===== src/include/pee_pkg.sv =====
// constants for the paged eeprom host controller
package pee_pkg;
  localparam int CLK_HZ = 20000000;
  localparam int ADDR_W = 15;
  localparam int DATA_W = 8;
  localparam int PAGE_LSB = 6;
  localparam int PAGE_BYTES = 64;
  localparam int POLL_BIT = 7;
  // write pulse width, ns
  localparam int WP_NS = 100;
  localparam int WP_CYC = (WP_NS * (CLK_HZ / 1000000) + 999) / 1000;
  // write pulse high, ns
  localparam int WPH_NS = 50;
  localparam int WPH_CYC0 = (WPH_NS * (CLK_HZ / 1000000) + 999) / 1000;
  localparam int WPH_CYC = (WPH_CYC0 < 1) ? 1 : WPH_CYC0;
  // read access, ns
  localparam int ACC_NS = 150;
  localparam int ACC_CYC = (ACC_NS * (CLK_HZ / 1000000) + 999) / 1000 + 1;
  // byte load window, us (longest time, rounds down)
  localparam int BLC_US = 150;
  localparam int BLC_CYC = BLC_US * (CLK_HZ / 1000000);
  // erase strobe, ms
  localparam int ERASE_MS = 10;
  localparam int ERASE_CYC = ERASE_MS * (CLK_HZ / 1000);
  // erase setup/hold, us
  localparam int ERSH_US = 5;
  localparam int ERSH_CYC = ERSH_US * (CLK_HZ / 1000000);
  localparam int CNT_W = 24;
  typedef enum logic [3:0] {
    PEE_IDLE, PEE_RD_WAIT, PEE_WR_LOW, PEE_WR_HIGH, PEE_POLL_LOW, PEE_POLL_CHK,
    PEE_ER_SETUP, PEE_ER_LOW, PEE_ER_HOLD
  } pee_state_t;
endpackage


===== src/rtl/pee_sync.sv =====
// two flip-flop synchroniser for the data pins
`timescale 1ns/10ps
module pee_sync
  import pee_pkg::*;
#(
  parameter int WIDTH = 8
)
(
  input wire logic clk_sys_in,
  input wire logic rst_n_in,
  input wire logic [WIDTH-1:0] d_in,
  output logic [WIDTH-1:0] q_out
);
  logic [WIDTH-1:0] meta;
  logic [WIDTH-1:0] next_meta;
  logic [WIDTH-1:0] next_q;
  always_comb
  begin
    next_meta = d_in;
    next_q = meta;
  end
  always_ff @(posedge clk_sys_in or negedge rst_n_in)
  begin
    if (!rst_n_in)
    begin
      meta <= '0;
      q_out <= '0;
    end
    else
    begin
      meta <= next_meta;
      q_out <= next_q;
    end
  end
endmodule


===== src/rtl/pee_host.sv =====
// host controller driving a paged parallel eeprom through its pins
`timescale 1ns/10ps
module pee_host
  import pee_pkg::*;
#(
  parameter int BLC_CYCLES = BLC_CYC,
  parameter int ERASE_CYCLES = ERASE_CYC,
  parameter int POLL_LIMIT = 4000000
)
(
  // clock and reset
  input wire logic clk_sys_in,
  input wire logic resetn_in,
  // user request side
  input wire logic req_valid_in,
  input wire logic req_write_in,
  input wire logic req_last_in,
  input wire logic req_erase_in,
  input wire logic [ADDR_W-1:0] req_addr_in,
  input wire logic [DATA_W-1:0] req_wdata_in,
  output logic req_ready_out,
  output logic rsp_valid_out,
  output logic [DATA_W-1:0] rsp_rdata_out,
  output logic wr_done_out,
  output logic err_out,
  // device pins
  output logic [ADDR_W-1:0] mem_addr_out,
  output logic chip_en_n_out,
  output logic out_en_n_out,
  output logic write_en_n_out,
  output logic erase_hv_out,
  input wire logic [DATA_W-1:0] mem_data_in,
  output logic [DATA_W-1:0] mem_data_out,
  output logic mem_data_oe_out
);
  logic rst_m;
  logic rst_n;
  logic [DATA_W-1:0] pin_data;
  pee_state_t state;
  pee_state_t next_state;
  logic [CNT_W-1:0] cnt;
  logic [CNT_W-1:0] next_cnt;
  logic [CNT_W-1:0] blc_cnt;
  logic [CNT_W-1:0] next_blc_cnt;
  logic [31:0] poll_cnt;
  logic [31:0] next_poll_cnt;
  logic loading;
  logic next_loading;
  logic [ADDR_W-PAGE_LSB-1:0] page;
  logic [ADDR_W-PAGE_LSB-1:0] next_page;
  logic [ADDR_W-1:0] last_addr;
  logic [ADDR_W-1:0] next_last_addr;
  logic last_bit;
  logic next_last_bit;
  logic next_ready;
  logic next_rsp_valid;
  logic [DATA_W-1:0] next_rdata;
  logic next_done;
  logic next_err;
  logic [ADDR_W-1:0] next_addr;
  logic next_ce_n;
  logic next_oe_n;
  logic next_we_n;
  logic next_hv;
  logic [DATA_W-1:0] next_dout;
  logic next_doe;
  logic page_ok;

  // reset release through two flops
  always_ff @(posedge clk_sys_in or negedge resetn_in)
  begin
    if (!resetn_in)
    begin
      rst_m <= 1'b0;
      rst_n <= 1'b0;
    end
    else
    begin
      rst_m <= 1'b1;
      rst_n <= rst_m;
    end
  end

  // data pins come from the device, unclocked
  pee_sync #(.WIDTH(DATA_W)) u_sync (
    .clk_sys_in(clk_sys_in),
    .rst_n_in(rst_n),
    .d_in(mem_data_in),
    .q_out(pin_data)
  );

  assign page_ok = !loading || (req_addr_in[ADDR_W-1:PAGE_LSB] == page);

  always_comb
  begin
    next_state = state;
    next_cnt = cnt;
    next_blc_cnt = blc_cnt;
    next_poll_cnt = poll_cnt;
    next_loading = loading;
    next_page = page;
    next_last_addr = last_addr;
    next_last_bit = last_bit;
    next_ready = 1'b0;
    next_rsp_valid = 1'b0;
    next_rdata = rsp_rdata_out;
    next_done = 1'b0;
    next_err = 1'b0;
    next_addr = mem_addr_out;
    next_ce_n = chip_en_n_out;
    next_oe_n = out_en_n_out;
    next_we_n = write_en_n_out;
    next_hv = erase_hv_out;
    next_dout = mem_data_out;
    next_doe = mem_data_oe_out;
    if (loading && blc_cnt != '0)
      next_blc_cnt = blc_cnt - 1'b1;
    case (state)
      PEE_IDLE:
      begin
        next_ready = 1'b1;
        // a take wins: ready already stood high, so it cannot be dropped
        if (req_valid_in && req_ready_out)
        begin
          next_ready = 1'b0;
          next_addr = req_addr_in;
          next_ce_n = 1'b0;
          if (req_erase_in)
          begin
            // high voltage on output enable first
            next_hv = 1'b1;
            next_oe_n = 1'b1;
            next_cnt = CNT_W'(ERSH_CYC);
            next_state = PEE_ER_SETUP;
          end
          else if (req_write_in && page_ok)
          begin
            next_oe_n = 1'b1;
            next_we_n = 1'b0;
            next_dout = req_wdata_in;
            next_doe = 1'b1;
            next_page = req_addr_in[ADDR_W-1:PAGE_LSB];
            next_last_addr = req_addr_in;
            next_last_bit = req_wdata_in[POLL_BIT];
            next_cnt = CNT_W'(WP_CYC);
            next_state = PEE_WR_LOW;
            next_loading = !req_last_in;
          end
          else if (req_write_in)
          begin
            // off-page byte refused
            next_ce_n = 1'b1;
            next_err = 1'b1;
            next_ready = 1'b1;
          end
          else
          begin
            next_oe_n = 1'b0;
            next_cnt = CNT_W'(ACC_CYC);
            next_state = PEE_RD_WAIT;
          end
        end
        // window margin spent, end load and poll
        else if (loading && blc_cnt == '0)
        begin
          next_ready = 1'b0;
          next_state = PEE_POLL_LOW;
          next_poll_cnt = '0;
        end
      end
      PEE_RD_WAIT:
      begin
        next_cnt = cnt - 1'b1;
        if (cnt == '0)
        begin
          next_rdata = pin_data;
          next_rsp_valid = 1'b1;
          next_ce_n = 1'b1;
          next_oe_n = 1'b1;
          next_state = PEE_IDLE;
        end
      end
      PEE_WR_LOW:
      begin
        next_cnt = cnt - 1'b1;
        if (cnt == '0)
        begin
          next_we_n = 1'b1;
          next_cnt = CNT_W'(WPH_CYC);
          next_state = PEE_WR_HIGH;
        end
      end
      PEE_WR_HIGH:
      begin
        next_cnt = cnt - 1'b1;
        if (cnt == '0)
        begin
          next_doe = 1'b0;
          next_ce_n = 1'b1;
          if (loading)
          begin
            next_blc_cnt = CNT_W'(BLC_CYCLES - 40);
            next_state = PEE_IDLE;
          end
          else
          begin
            next_poll_cnt = '0;
            next_state = PEE_POLL_LOW;
          end
        end
      end
      PEE_POLL_LOW:
      begin
        next_loading = 1'b0;
        next_addr = last_addr;
        next_ce_n = 1'b0;
        next_oe_n = 1'b0;
        next_cnt = CNT_W'(ACC_CYC);
        next_state = PEE_POLL_CHK;
      end
      PEE_POLL_CHK:
      begin
        next_cnt = cnt - 1'b1;
        if (cnt == '0)
        begin
          next_ce_n = 1'b1;
          next_oe_n = 1'b1;
          next_poll_cnt = poll_cnt + 1'b1;
          if (pin_data[POLL_BIT] == last_bit)
          begin
            next_done = 1'b1;
            next_state = PEE_IDLE;
          end
          else if (poll_cnt >= 32'(POLL_LIMIT))
          begin
            next_err = 1'b1;
            next_state = PEE_IDLE;
          end
          else
            next_state = PEE_POLL_LOW;
        end
      end
      PEE_ER_SETUP:
      begin
        next_cnt = cnt - 1'b1;
        if (cnt == '0)
        begin
          next_we_n = 1'b0;
          next_cnt = CNT_W'(ERASE_CYCLES);
          next_state = PEE_ER_LOW;
        end
      end
      PEE_ER_LOW:
      begin
        // write enable low for erase time
        next_cnt = cnt - 1'b1;
        if (cnt == '0)
        begin
          next_we_n = 1'b1;
          next_cnt = CNT_W'(ERSH_CYC);
          next_state = PEE_ER_HOLD;
        end
      end
      PEE_ER_HOLD:
      begin
        next_cnt = cnt - 1'b1;
        if (cnt == '0)
        begin
          next_hv = 1'b0;
          next_ce_n = 1'b1;
          next_done = 1'b1;
          next_state = PEE_IDLE;
        end
      end
      default:
        next_state = PEE_IDLE;
    endcase
  end

  always_ff @(posedge clk_sys_in or negedge rst_n)
  begin
    if (!rst_n)
    begin
      state <= PEE_IDLE;
      cnt <= '0;
      blc_cnt <= '0;
      poll_cnt <= '0;
      loading <= 1'b0;
      page <= '0;
      last_addr <= '0;
      last_bit <= 1'b0;
      req_ready_out <= 1'b0;
      rsp_valid_out <= 1'b0;
      rsp_rdata_out <= '0;
      wr_done_out <= 1'b0;
      err_out <= 1'b0;
      mem_addr_out <= '0;
      chip_en_n_out <= 1'b1;
      out_en_n_out <= 1'b1;
      write_en_n_out <= 1'b1;
      erase_hv_out <= 1'b0;
      mem_data_out <= '0;
      mem_data_oe_out <= 1'b0;
    end
    else
    begin
      state <= next_state;
      cnt <= next_cnt;
      blc_cnt <= next_blc_cnt;
      poll_cnt <= next_poll_cnt;
      loading <= next_loading;
      page <= next_page;
      last_addr <= next_last_addr;
      last_bit <= next_last_bit;
      req_ready_out <= next_ready;
      rsp_valid_out <= next_rsp_valid;
      rsp_rdata_out <= next_rdata;
      wr_done_out <= next_done;
      err_out <= next_err;
      mem_addr_out <= next_addr;
      chip_en_n_out <= next_ce_n;
      out_en_n_out <= next_oe_n;
      write_en_n_out <= next_we_n;
      erase_hv_out <= next_hv;
      mem_data_out <= next_dout;
      mem_data_oe_out <= next_doe;
    end
  end
endmodule


===== config.mk =====
export PLATFORM = sky130hd
export DESIGN_NAME = pee_host
export DESIGN_NICKNAME = d
export VERILOG_FILES = /design/src/include/pee_pkg.sv /design/src/rtl/pee_sync.sv /design/src/rtl/pee_host.sv
export SDC_FILE = /design/constraint.sdc
export NUM_CORES = 1
export LEC_CHECK = 0
export BUFFER_PORTS_ARGS = -buffer_cell sky130_fd_sc_hd__buf_2
export CORE_MARGIN = 1.5
export CORE_UTILIZATION = 55
export CTS_CLUSTER_DIAMETER = 100
export DETAILED_ROUTE_END_ITERATION = 8
export GPL_ROUTABILITY_DRIVEN = 0
export PLACE_DENSITY = 0.75
export SYNTH_ARGS = -nofsm -noshare
export SYNTH_HDL_FRONTEND = slang
export SYNTH_SLANG_ARGS = --single-unit

===== constraint.sdc =====
create_clock -name clk_sys_in -period 9.4 [get_ports clk_sys_in]
set_input_delay 0.94 -clock clk_sys_in [delete_from_list [all_inputs] [get_ports clk_sys_in]]
set_output_delay 0.94 -clock clk_sys_in [all_outputs]
set_load 0.01 [all_outputs]

Word level (Yosys, flattened, before mapping)

Cells that the tools add are included.

Register bits: 168
Input port bits: 37
Logic and storage cells: 169

$add $sub $neg: 3
Magnitude comparators: 1
Equal/unequal tests: 30
Muxes and demuxes: 75
Bitwise operators: 1
Reduce and logical (&&, ||, !) cells: 35

Operator list:

| kind                    | number |
|---|---|
| $mux W24                | 11 |
| $mux W32                | 5 |
| $pmux W24 S6            | 1 |
| $pmux W32 S3            | 1 |
| $logic_not A24 Y1       | 2 |
| $sub A24 B1 Y24 const B | 2 |
| $mux W4                 | 11 |
| $add A32 B1 Y32 const B | 1 |
| $ge A32 B22 Y1 const B  | 1 |
| $mux W1                 | 32 |
| $pmux W4 S8             | 1 |
| $pmux W15 S2            | 1 |
| $ne A2 B2 Y1 const B    | 13 |
| $reduce_bool A24 Y1     | 1 |
| $eq A4 B3 Y1 const B    | 4 |
| $reduce_and A4 Y1       | 4 |
| $mux W15                | 1 |
| $reduce_and A6 Y1       | 2 |
| $reduce_bool A3 Y1      | 4 |
| $pmux W1 S2             | 5 |
| $eq A9 B9 Y1            | 1 |
| $mux W3                 | 3 |
| $pmux W1 S3             | 3 |
| $eq A4 B2 Y1 const B    | 2 |
| 20 further kinds        | 33 |

Logic depth before layout (Yosys ltp)

Word-level depth: 7
Depth in mapped cells: 11

Hierarchy

A second synthesis with hierarchy kept.

Cells, all modules: 803
Area, all modules: 7,951.4 um^2

Modules (own cells, without submodules):

| module   | instances | cells an instance | area each (um^2) | sequential area each (um^2) |
|---|---|---|---|---|
| pee_host | 1         | 787               | 7,551.0          | 3,557.2 |
| pee_sync | 1         | 16                | 400.4            | 400.4 |

Worst setup path before layout

Ideal clock, no wire load.

Path kind: register to register
Start point: register blc_cnt[6]
End point: register blc_cnt[22]
Library setup time: 0.134 ns
Arrival: 2.542 ns
Required time: 9.266 ns
Path slack: 6.724 ns
Stages on the path, launching flop included: 8
Buffers on the path: 1
Clock period less this slack: 2.676 ns
Cell sequence: dfrtp_1 or4_4 or3_4 or3_1 buf_2 or4_4 o311ai_2 o41ai_1

Longest elaborated chain between the ends: 6
Elaborated cells between the ends (all ways): 7

Ends and longest elaborated chain:

| what                                                                    | RTL line        | RTL |
|---|---|---|
| from (decl)                                                             | pee_host.sv:43  | `logic [CNT_W-1:0] blc_cnt;` |
| from (signal assigned)                                                  | pee_host.sv:309 | `blc_cnt <= next_blc_cnt;` |
| parallel branches: the longest is 2 deep, another holds $sub A24 B1 Y24 | -               |  |
| $mux W24 (*)                                                            | pee_host.sv:116 | `if (loading && blc_cnt != '0)` |
| $mux W24                                                                | pee_host.sv:200 | `if (loading)` |
| $mux W24                                                                | pee_host.sv:196 | `if (cnt == '0)` |
| $mux W24 (*)                                                            | pee_host.sv:118 | `case (state)` |
| net next_blc_cnt[22]                                                    | pee_host.sv:44  | `logic [CNT_W-1:0] next_blc_cnt;` |

Mark *: on every way through the listed nets, which the timed path passes.
A chain may end at the register's enable or synchronous reset.

Worst setup path in the final report

Start point: register state[3]
End point: register mem_data_out[3]

Longest elaborated chain between the ends: 2

Ends and longest elaborated chain:

| what                               | RTL line        | RTL |
|---|---|---|
| from (decl)                        | pee_host.sv:39  | `pee_state_t state;` |
| from (signal assigned)             | pee_host.sv:307 | `state <= next_state;` |
| $logic_not A4 Y1                   | pee_host.sv:118 |  |
| $reduce_and A4 Y1 (no source line) | -               |  |
| to (signal assigned)               | pee_host.sv:325 | `mem_data_out <= next_dout;` |
| to (decl)                          | pee_host.sv:33  | `output logic [DATA_W-1:0] mem_data_out,` |

No other way between the ends.

==> impl_metrics.toml <==
[route]
drc = 0
drt_iter0_markers = 607
vias_per_cell = 6.27
first_pass_iters = 5
drt-wirelength-per-cell_um = 18.0
ant_nets = 0
vias = 6621
drt-total-wl_um = 19100

[worst_setup_path]
crit_chain = "nor4_2 > nand2_1 > nor2_2 > buf_4 > mux2_2"
cp_slowest_cell = "nand2_1"
start_kind = "flip-flop"
crit_cells = 5
max_stage_delay_ns = 0.73
worstPathMaxFanout = 25
crit_family = "simple AND/OR/NAND/NOR gates"
worstPathArrival_ns = 3.37
r2r.worst_path.cells = 5
crit_path_end_kind = "flip-flop"
critPathKind = "flip-flop to flip-flop"
worstPathRequired_ns = 9.72
crit_buf_inv = 1

[cts]
cts_buffers = 17
clkTransAtPathRegs_ns = 0.06
cts_resized = 0
cts_root_buf = "clkbuf_16"
tritoncts = "yes"
holdBufCountCts = 0
cts_max_path_buffers = 2
clkSinkCount = 158
post-cts-setup-buffers = 0
clock_latency_ns = 0.43
cts_max_level = 4

[final_layout]
drive_above_1_share = 0.191
fin_nets = 906
n_antenna_cell = 0
utilization = 0.644
layout_common_cells = "dfrtp_1, buf_2, nand2_1"
mostFrequentLayoutCell = "dfrtp_1"
area_growth_pct = 13.3

[synth]
synth_edf_count = 0
synth_area_um2 = 7950
synthesis.nets = 843
ys_types = 68
ys_seq_area_frac = 0.498
synth.avg_cell_area_um2 = 9.93
synth-seq-cells = 158
synth-main-ff-cell = "dfrtp_1"
synthCells = 800
synthArstFlopShare = 1.00
yosysWarnings = 0

[status]
outcome = "complete, no violations"

[pwr]
ir_drop_v = 0.000140
p_leak_nw = 3.84
power_density_nw_per_um2 = 152
fin_total_pwr_mw = 1.37

[sta]
final-hold-violation-count = 0
layout_setup_ws_ns = 6.35
setup_violations = 0
final.min_clock_period_ns = 3.05
slew_violations = 0
rsz0062_at_grt = "false"
hold_slack_ns = 0.280
tightest_slew_ns = 1.18
clock-skew-final_ns = 0.0101
slew_headroom = 0.210
setup_tns_ns = 0
fmax_mhz = 327
min_period_over_period = 0.325

[floorplanning]
coreArea_um2 = 14000
start_util = 0.568
num_rows = 43
dieWidth_um = 123
num_io_pins = 77
die-area_um2 = 15200
die_h_um = 123

[job]
cap_viol_max_count = 0

[place]
port_buffers = 76
dp_slack_ns = 6.27
dp_hpwl_um = 13000

[global_route]
grt_max_degree = 66
busiest_layer = "met2"
grt_pass1_vias = 6316
grt_pass1_wl_um = 31200
grtUsageMet2 = 0.418
grt_util_met1 = 0.353
grt_usage = 0.265
grt.overflow.total = 0
gr-usage-met3 = 0.0554
antenna_found_initial = 0

[min_path]
hold_path_class = "primary input to asynchronous set/reset pin"
==> state kept, by name (all words and copies together) (netlist names), 4 cells and up <==
name and count:
blc_cnt 24, cnt 24, rsp_rdata_out 8, mem_data_out 7
u_sync.meta 8, page 9, state 4, poll_cnt 32
last_addr 6, u_sync.q_out 8, mem_addr_out 15
==> Yosys cell counts (all sizes together), types with 6 or more instances <==
cell type    n  area share
dfrtp      155        0.49
nand2       68       0.032
nor2        58       0.028
o21ai       54       0.034
a21oi       52       0.033
clkbuf      33       0.017
mux2        32       0.045
nand3       31       0.020
o31ai       29       0.027
mux2i       25       0.031
nor3        24       0.016
or4         23       0.023
nor4        22       0.019
xnor2       19       0.021
or3         16       0.013
a31oi       15       0.012
nand4       15       0.012
inv         13      0.0061
and2        12      0.0094
and3         7      0.0055
nor2b        7      0.0055
buf          6      0.0049
ha           6      0.0094
nand2b       6      0.0047
==> path summary, 6_finish.rpt <==
kind / startpoint / endpoint / slack (ns)
setup / recovery: state[3] / mem_data_out[3] / 6.35
hold / removal: resetn_in / rst_n / 0.28
setup reg to reg: state[3] / mem_data_out[3] / 6.35
hold reg to reg: rst_n / mem_addr_out[2] / 0.30
max in group asynchronous: rst_n / blc_cnt[16] / 7.94
min in group clk_sys_in: u_sync.meta[4] / u_sync.q_out[4] / 0.35
==> where the power goes <==
part           switching (mW)  internal [mW]  total, mW  leakage, nW
Combinational          0.0158        0.00805     0.0238         1.58
Sequential            0.00425          0.684      0.688         1.98
Clock                   0.296          0.358      0.653        0.274
Total                   0.316           1.05       1.37         3.84
==> final cells by class <==
class,instances,area [µm²]
sequential,158,3960
timing repair buffer,83,433
multi-input combinational,590,3780
tap,180,225
inverter,13,48.8
clock inverter,13,105
fill,1129,4980
clock buffer,19,453
==> per-layer routing <==
metal  up-vias  wire length (µm)
li1       3122                 -
met1      3231              8320
met2       229              9190
met3        39              1030
met4         0               517
met5         -                 0
==> logic make-up (layout without fill, tap and decap cells) <==
| kind of cell | after synthesis | in the layout | share of synthesized area |
|---|---|---|---|
| compound gates | 201 | 201 | 0.162 |
| xor+xnor | 20 | 20 | 0.0220 |
| fa+ha+maj | 6 | 6 | 0.00945 |
| buf+inv | 52 | 128 | 0.0279 |
| flops | 158 | 158 | 0.498 |
| mux | 57 | 57 | 0.0769 |
| other cells | 1 | 1 | 0.000472 |
| simple gates | 305 | 305 | 0.203 |
==> through the flow <==
| stage | area (µm²) | cells |
|---|---|---|
| global route | 9000 | 1056 |
| detailed placement | 8450 | 1024 |
| floorplan | 7950 | 800 |
| finish | 9000 | 1056 |
| global placement | 8450 | 1024 |
| CTS | 9000 | 1056 |
Note: power is estimated with default switching activity, not from simulation.
